**src/inc/aces_pkg.sv**
```systemverilog
package aces_pkg;
  // Register offsets within the controller's parameter page
  localparam logic [7:0] OFF_TX_TMPL = 8'he0;
  localparam logic [7:0] OFF_INT_STATS = 8'he8;
  localparam logic [7:0] OFF_FILLER = 8'hea;
  localparam logic [7:0] OFF_EXT_STATS = 8'hf0;
  localparam logic [7:0] OFF_CTRL = 8'hc0;
  localparam logic [7:0] OFF_STATUS = 8'hc4;
  localparam logic [7:0] OFF_IRQ_CLR = 8'hc8;
  localparam logic [7:0] OFF_IRQ_EN = 8'hcc;
  localparam logic [7:0] OFF_SEQ_ERR_CNT = 8'hd0;
  localparam logic [7:0] OFF_PTR_ERR_CNT = 8'hd4;
  localparam logic [7:0] OFF_LOST_CNT = 8'hd8;
  // Adaptation type codes
  localparam logic [2:0] TYPE_BASIC = 3'h1;
  localparam logic [2:0] TYPE_CES = 3'h5;
  // Control register fields
  localparam int CTRL_TYPE_LSB = 0;
  localparam int CTRL_FMT_BIT = 3;
  localparam int CTRL_SLIP_MASK_BIT = 4;
  // Status bit positions
  localparam int ST_SEQ_ERR = 0;
  localparam int ST_PTR_ERR = 1;
  localparam int ST_LOST = 2;
  localparam int ST_SLIP = 3;
  localparam int ST_BUSY = 4;
  localparam int ST_W = 5;
  // Pointer and sequence number widths
  localparam int PTR_W = 7;
  localparam int SN_W = 3;
  localparam logic [3:0] DUMMY_BYTES = 4'h0;
  localparam logic [2:0] CTRL_RESET_TYPE = 3'h1;

  typedef struct packed {
    logic [7:0] addr;
    logic [31:0] wdata;
    logic wr;
    logic rd;
  } aces_bus_req_t;

  typedef struct packed {
    logic valid;
    logic [SN_W-1:0] sn;
    logic has_ptr;
    logic [PTR_W-1:0] ptr;
    logic ptr_par;
  } aces_rx_cell_t;

  typedef struct packed {
    logic valid;
    logic has_ptr;
    logic [PTR_W-1:0] ptr;
    logic ptr_par;
    logic dummy;
  } aces_tx_cell_t;
endpackage : aces_pkg

```
**src/core/aces_core.sv**
```systemverilog
`timescale 1ns/1ps
// Operation
// - Basic type with structured format: make pointer parity on send, check it on receive.
// - Transmit busy keeps held pointer intact; cell sent later with same pointer.
// - Type code 001 basic, 101 emulation, chosen by software in control register.
// - On detected cell loss, set dummy flag on the delivered cell; no template pointer is used.
// - Count sequence number errors in a single counter, read back at offset 0xd0.
// - Slip interrupt mask zero suppresses slip interrupts.
// - Emulation type leaves transmit layout unchanged.
module aces_core (
  input wire logic clk_sys_in,
  input wire logic rst_n_in,
  input wire logic clk_en_in,
  input wire aces_pkg::aces_bus_req_t bus_in,
  output logic [31:0] rdata_out,
  input wire aces_pkg::aces_rx_cell_t rx_cell_in,
  input wire logic rx_slip_in,
  input wire logic tx_req_in,
  input wire logic [aces_pkg::PTR_W-1:0] tx_ptr_in,
  input wire logic tx_bd_ready_in,
  output aces_pkg::aces_tx_cell_t tx_cell_out,
  output aces_pkg::aces_tx_cell_t rx_dlv_out,
  output logic [aces_pkg::PTR_W-1:0] align_ptr_out,
  output logic irq_out
);
  function automatic logic odd_par(input logic [aces_pkg::PTR_W-1:0] p);
    odd_par = ~(^p);
  endfunction : odd_par

  // Held pointer wins over the live one
  function automatic logic [aces_pkg::PTR_W-1:0] pick_ptr(input logic held,
    input logic [aces_pkg::PTR_W-1:0] kept, input logic [aces_pkg::PTR_W-1:0] live);
    pick_ptr = held ? kept : live;
  endfunction : pick_ptr

  logic [31:0] tx_tmpl_reg;
  logic [15:0] int_stats_reg;
  logic [15:0] filler_reg;
  logic [31:0] ext_stats_reg;
  logic [4:0] ctrl_reg;
  logic [aces_pkg::ST_W-1:0] status_reg;
  logic [aces_pkg::ST_W-1:0] irq_en_reg;
  logic [15:0] seq_err_cnt_reg;
  logic [15:0] ptr_err_cnt_reg;
  logic [15:0] lost_cnt_reg;
  logic [aces_pkg::SN_W-1:0] exp_sn_reg;
  logic sn_valid_reg;
  logic [aces_pkg::PTR_W-1:0] held_ptr_reg;
  logic held_reg;
  logic [1:0] slip_sync_reg;
  logic slip_prev_reg;

  logic [2:0] type_sel;
  logic par_active;
  logic wr_clr;
  logic [aces_pkg::ST_W-1:0] ev;
  logic seq_err_ev;
  logic lost_ev;
  logic ptr_err_ev;
  logic slip_ev;
  logic busy_ev;
  logic rx_ptr_ok;
  logic [aces_pkg::SN_W-1:0] sn_plus;

  assign type_sel = ctrl_reg[aces_pkg::CTRL_TYPE_LSB +: 3];
  // Parity for both codes once structured format is on
  assign par_active = (type_sel == aces_pkg::TYPE_BASIC || type_sel == aces_pkg::TYPE_CES)
    && ctrl_reg[aces_pkg::CTRL_FMT_BIT];
  assign wr_clr = bus_in.wr && bus_in.addr == aces_pkg::OFF_IRQ_CLR;
  assign sn_plus = exp_sn_reg + 3'h1;

  // Receive sequence tracking
  assign seq_err_ev = rx_cell_in.valid && sn_valid_reg && rx_cell_in.sn != exp_sn_reg
    && rx_cell_in.sn != sn_plus;
  // One missing number means one dropped cell
  assign lost_ev = rx_cell_in.valid && sn_valid_reg && rx_cell_in.sn == sn_plus;
  assign rx_ptr_ok = !par_active || (odd_par(rx_cell_in.ptr) == rx_cell_in.ptr_par);
  assign ptr_err_ev = rx_cell_in.valid && rx_cell_in.has_ptr && !rx_ptr_ok;
  assign slip_ev = slip_sync_reg[1] && !slip_prev_reg
    && ctrl_reg[aces_pkg::CTRL_SLIP_MASK_BIT];
  assign busy_ev = tx_req_in && !tx_bd_ready_in && !held_reg;
  assign ev = {busy_ev, slip_ev, lost_ev, ptr_err_ev, seq_err_ev};

  always_ff @(posedge clk_sys_in or negedge rst_n_in)
  begin
    if (!rst_n_in)
    begin
      tx_tmpl_reg <= 32'h0;
      int_stats_reg <= 16'h0;
      filler_reg <= 16'h0;
      ext_stats_reg <= 32'h0;
      ctrl_reg <= {2'h0, aces_pkg::CTRL_RESET_TYPE};
      irq_en_reg <= '0;
    end
    else if (clk_en_in && bus_in.wr)
    begin
      // Offsets taken relative to the page base
      unique case (bus_in.addr)
        aces_pkg::OFF_TX_TMPL: tx_tmpl_reg <= {bus_in.wdata[31:6], 6'h0};
        aces_pkg::OFF_INT_STATS: int_stats_reg <= {bus_in.wdata[15:4], 4'h0};
        aces_pkg::OFF_FILLER: filler_reg <= {bus_in.wdata[15:6], 6'h0};
        aces_pkg::OFF_EXT_STATS: ext_stats_reg <= {bus_in.wdata[31:4], 4'h0};
        aces_pkg::OFF_CTRL: ctrl_reg <= bus_in.wdata[4:0];
        aces_pkg::OFF_IRQ_EN: irq_en_reg <= bus_in.wdata[aces_pkg::ST_W-1:0];
        default: ;
      endcase
    end
  end

  // Sticky status: set wins over clear
  always_ff @(posedge clk_sys_in or negedge rst_n_in)
  begin
    if (!rst_n_in)
      status_reg <= '0;
    else if (clk_en_in)
      status_reg <= (status_reg & ~(wr_clr ? bus_in.wdata[aces_pkg::ST_W-1:0] : '0)) | ev;
  end

  assign irq_out = |(status_reg & irq_en_reg);

  always_ff @(posedge clk_sys_in or negedge rst_n_in)
  begin
    if (!rst_n_in)
    begin
      seq_err_cnt_reg <= 16'h0;
      ptr_err_cnt_reg <= 16'h0;
      lost_cnt_reg <= 16'h0;
    end
    else if (clk_en_in)
    begin
      if (seq_err_ev)
        seq_err_cnt_reg <= seq_err_cnt_reg + 16'h1;
      if (ptr_err_ev)
        ptr_err_cnt_reg <= ptr_err_cnt_reg + 16'h1;
      if (lost_ev)
        lost_cnt_reg <= lost_cnt_reg + 16'h1;
    end
  end

  always_ff @(posedge clk_sys_in or negedge rst_n_in)
  begin
    if (!rst_n_in)
    begin
      exp_sn_reg <= '0;
      sn_valid_reg <= 1'b0;
    end
    else if (clk_en_in && rx_cell_in.valid)
    begin
      exp_sn_reg <= rx_cell_in.sn + 3'h1;
      sn_valid_reg <= 1'b1;
    end
  end

  always_ff @(posedge clk_sys_in or negedge rst_n_in)
  begin
    if (!rst_n_in)
    begin
      slip_sync_reg <= 2'h0;
      slip_prev_reg <= 1'b0;
    end
    else if (clk_en_in)
    begin
      slip_sync_reg <= {slip_sync_reg[0], rx_slip_in};
      slip_prev_reg <= slip_sync_reg[1];
    end
  end

  // Receive delivery: dummy cell ahead of the arriving one is signalled by flag
  always_ff @(posedge clk_sys_in or negedge rst_n_in)
  begin
    if (!rst_n_in)
    begin
      rx_dlv_out <= '0;
      align_ptr_out <= '0;
    end
    else if (clk_en_in)
    begin
      rx_dlv_out.valid <= rx_cell_in.valid;
      rx_dlv_out.has_ptr <= rx_cell_in.has_ptr && rx_ptr_ok;
      rx_dlv_out.ptr <= rx_cell_in.ptr;
      rx_dlv_out.ptr_par <= rx_cell_in.ptr_par;
      rx_dlv_out.dummy <= lost_ev;
      if (rx_cell_in.valid && rx_cell_in.has_ptr && rx_ptr_ok)
        align_ptr_out <= rx_cell_in.ptr;
    end
  end

  // Transmit: layout same for both codes, parity only added
  always_ff @(posedge clk_sys_in or negedge rst_n_in)
  begin
    if (!rst_n_in)
    begin
      tx_cell_out <= '0;
      held_ptr_reg <= '0;
      held_reg <= 1'b0;
    end
    else if (clk_en_in)
    begin
      tx_cell_out.valid <= 1'b0;
      if (tx_req_in && !tx_bd_ready_in && !held_reg)
      begin
        held_ptr_reg <= tx_ptr_in;
        held_reg <= 1'b1;
      end
      else if (tx_bd_ready_in && (held_reg || tx_req_in))
      begin
        tx_cell_out.valid <= 1'b1;
        tx_cell_out.has_ptr <= 1'b1;
        tx_cell_out.ptr <= pick_ptr(held_reg, held_ptr_reg, tx_ptr_in);
        tx_cell_out.ptr_par <= par_active ?
          odd_par(pick_ptr(held_reg, held_ptr_reg, tx_ptr_in)) : 1'b0;
        tx_cell_out.dummy <= 1'b0;
        held_reg <= 1'b0;
      end
    end
  end

  always_ff @(posedge clk_sys_in or negedge rst_n_in)
  begin
    if (!rst_n_in)
      rdata_out <= 32'h0;
    else if (clk_en_in)
    begin
      rdata_out <= 32'h0;
      if (bus_in.rd)
      begin
        unique case (bus_in.addr)
          aces_pkg::OFF_TX_TMPL: rdata_out <= tx_tmpl_reg;
          aces_pkg::OFF_INT_STATS: rdata_out <= {16'h0, int_stats_reg};
          aces_pkg::OFF_FILLER: rdata_out <= {16'h0, filler_reg};
          aces_pkg::OFF_EXT_STATS: rdata_out <= ext_stats_reg;
          aces_pkg::OFF_CTRL: rdata_out <= {27'h0, ctrl_reg};
          aces_pkg::OFF_STATUS: rdata_out <= {27'h0, status_reg};
          aces_pkg::OFF_IRQ_EN: rdata_out <= {27'h0, irq_en_reg};
          aces_pkg::OFF_SEQ_ERR_CNT: rdata_out <= {16'h0, seq_err_cnt_reg};
          aces_pkg::OFF_PTR_ERR_CNT: rdata_out <= {16'h0, ptr_err_cnt_reg};
          aces_pkg::OFF_LOST_CNT: rdata_out <= {16'h0, lost_cnt_reg};
          default: rdata_out <= 32'h0;
        endcase
      end
    end
  end
endmodule : aces_core

```
**config.mk**
```make
export PLATFORM = sky130hd
export DESIGN_NAME = aces_core
export DESIGN_NICKNAME = d
export VERILOG_FILES = /design/src/inc/aces_pkg.sv /design/src/core/aces_core.sv
export SDC_FILE = /design/constraint.sdc
export NUM_CORES = 1
export LEC_CHECK = 0
export ABC_AREA = 0
export BUFFER_PORTS_ARGS = -buffer_cell sky130_fd_sc_hd__buf_2
export CORE_MARGIN = 5
export CORE_UTILIZATION = 30
export CTS_CLUSTER_DIAMETER = 120
export DETAILED_ROUTE_END_ITERATION = 10
export GPL_TIMING_DRIVEN = 0
export PLACE_DENSITY_LB_ADDON = 0.12
export SYNTH_ARGS = -nofsm -noshare
export SYNTH_HDL_FRONTEND = slang
export SYNTH_SLANG_ARGS = --single-unit
export TNS_END_PERCENT = 5
```
**constraint.sdc**
```tcl
create_clock -name clk_sys_in -period 2.3 [get_ports clk_sys_in]
set_input_delay 0.46 -clock clk_sys_in [delete_from_list [all_inputs] [get_ports clk_sys_in]]
set_output_delay 0.46 -clock clk_sys_in [all_outputs]
set_load 0.01 [all_outputs]
```
==> metrics.csv <==
metric,value,unit
yosysWarningCount,0,
routedWlPerCell,19.9,um
rsz0062_at_grt,yes,
pwr-share-seq,43.5,%
swShare,25.0,%
rr_endpoint,ptr_err_cnt_reg[14],
hold_violations,0,
cts-root-buf,clkbuf_16,
drt_pass1_iterations,5,
comb_power_share,10.7,%
synthFlopType,dfrtp_1,
path_cells,"nand3b_1, or3_1, clkbuf_1, clkbuf_1, nor4_1, xnor2_1",
dieArea,0.0365,mm2
worstSetupPathType,register to register,
grt_pass1_vias,7353,
power.leakage,0.00560,uW
finClkSkew,20.7,ps
syn_nets,872,
syn_inst,799,
cp.required,2740,ps
cp.buffers_inverters,2,
period_share,99.5,%
initial_utilization,30.3,%
drv_cap,0,
status,"complete, no violations",
clockBufferDepth,3,
setup_slack,11.1,ps
cp.arrival,2730,ps
initialDrtViolationCount,442,
power,9850,uW
crit_path_max_incr_delay,540,ps
cts_max_level,1,
clkLatencyLatePin,540,ps
endpoint,ptr_err_cnt_reg[14],
pin_count,130,
min_path_type,input port to register,
setup_viol,0,
antenna_found_initial,0,
async_flop_share,100,%
place_ws,-1040,ps
cts_tree,yes,
yosys.area.top_type,dfrtp_1,
num_antenna_cells,0,
max_freq,0.437,GHz
nets,1032,
largest_register_ffs,32,
gp_congestion,0.813,
synth.avg_cell_area,12.3,um2
worst_pin_slew,962,ps
synth.area.top_cells,"dfrtp_1, mux2_2, xnor2_1",
crit_top_cell,clkbuf_1,
area_delta_synth_final,24.1,%
postPlaceCellArea,0.0111,mm2
fp.dieW,191,um
vias,7048,
slew_headroom,35.4,%
grt_max_degree,109,
detail-route-antenna-nets,0,
yosys-top-cells-count,"dfrtp_1, mux2_2, nand2_1",
rows,66,
fillerInstances,3238,
finish.instance_area,0.0122,mm2
timing.hold.ws,154,ps
cp_top_family,simple AND/OR/NAND/NOR gates,
reg2reg_from,ctrl_reg[0],
r2r_slack,10,ps
synth_area,0.00984,mm2
period_needed,2290,ps
worstSetupStartpoint,ctrl_reg[0],
drive_gt1_share,33.9,%
synth.most_common_cell,dfrtp_1,
overflow,0,
wirelength,28300,um
coreArea,0.0325,mm2
clk_pin_slew,60,ps
synthDistinctLibCells,66,
post-route-drc-count,0,
critPathMaxFanout,10,
pwr-share-clk,45.8,%
cts_buffers,27,
port_buffers,126,
rr_worst_depth,6,
peakVddDrop,0.454,mV
slowest_stage,dfstp_2,
slew_violations,0,
fp.dieH,191,um
yosys.area.top_type_share,54.2,%
start_kind,register,
synth-edff-count,0,
pwr_density_cell,806,mW/mm2
grt_first_pass_wirelength,44700,um
cp-end-kind,register,
yosysSeqAreaShare,54.4,%
cell_internal_pwr,7380,uW
switchingPower,2460,uW
cp.depth,6,
grt_usage,15.6,%
cts.sinks,214,
synth_seq_cells,214,
viasPerCell,4.96,
dpl.hpwl,20300,um
[cells by family (layout without fill, tap and decap cells)]
group	Yosys count	after routing	synth area share (%)
DFF	214	214	54.4
and+or+nand+nor	177	177	10.1
AOI/OAI and AO/OA	141	141	10.7
muxes	140	140	15.7
xor gates and xnor gates	69	69	6.29
buffers and inverters	52	233	2.16
adders and majority gates	5	5	0.636
other	1	1	0.0381
[what timing repair did]
action                                  in CTS  in global routing
gates resized for setup                     15                 21
endpoints found under the setup margin      80                 87
pin swaps                                    2                  1
hold buffers                                 1                  0
endpoints found under the hold margin       14                  0
buffers inserted                             2                  0
[how the worst min path moves through the flow]
| stage | start | endpoint | slack, ps | cells past startpoint |
|---|---|---|---|---|
| 2_1_floorplan | rst_n_in | align_ptr_out[0] | 160 | 0 |
| 3_3_place_gp | sn_valid_reg | sn_valid_reg | 450 | 1 |
| 3_5_place_dp | rst_n_in | rx_dlv_out[7] | 290 | 1 |
| 4_1_cts | tx_bd_ready_in | held_reg | 120 | 2 |
| 5_1_grt | bus_in[20] | ext_stats_reg[18] | 150 | 2 |
| 6_report | tx_bd_ready_in | held_reg | 150 | 2 |
[power by group through the flow]
stage | sequential (uW) | clock (uW) | combinational, uW
global route | 4320 | 4840 | 1180
finish | 4280 | 4510 | 1060
CTS | 4280 | 4650 | 1060
detailed placement | 4350 | 0 | 1050
floorplan | 4310 | 0 | 591
global placement | 4350 | 0 | 1020
[through the flow]
stage	std cells	utilization (%)	setup TNS (ps)
2_1_floorplan	799	-	0
3_3_place_gp	1367	34.0	-787420
3_5_place_dp	1369	34.2	-79300
4_1_cts	1422	37.4	-5.74
5_1_grt	1422	37.6	-531
6_report	1422	37.6	0
[placed cells by master, fill, tap and decap left out, types with 16 or more instances in the layout]
| master | n |
|---|---|
| xor2_1 | 27 |
| o21ai_0 | 23 |
| buf_2 | 134 |
| a22oi_1 | 31 |
| mux2i_1 | 23 |
| mux2_2 | 117 |
| clkbuf_16 | 27 |
| nand4_1 | 16 |
| o2bb2ai_1 | 34 |
| xnor2_1 | 41 |
| clkbuf_1 | 28 |
| nand3_1 | 18 |
| dfrtp_1 | 211 |
| nand2_1 | 48 |
[cell type report]
cell class                      instances  area [um2]  area share [%]
Clock buffer                           40         774            6.34
Timing Repair Buffer                  131         721            5.90
Multi-Input combinational cell        533        4400            36.1
Inverter                               11        41.3           0.338
Buffer                                 41         181            1.49
Sequential cell                       214        5360            43.9
Tap cell                              442         553            4.53
Clock inverter                         10         179            1.47
[metal layers]
layer	part of all wire, %	global-route usage (%)	vias to the layer above	wire length, um
met5	0	0	-	0
met4	1.5	3.07	0	434
met2	46	24.2	173	13000
met3	6.2	3.14	32	1750
li1	-	-	3282	-
met1	46	22.7	3561	13200
No activity file was read; power rests on OpenSTA's default activity.
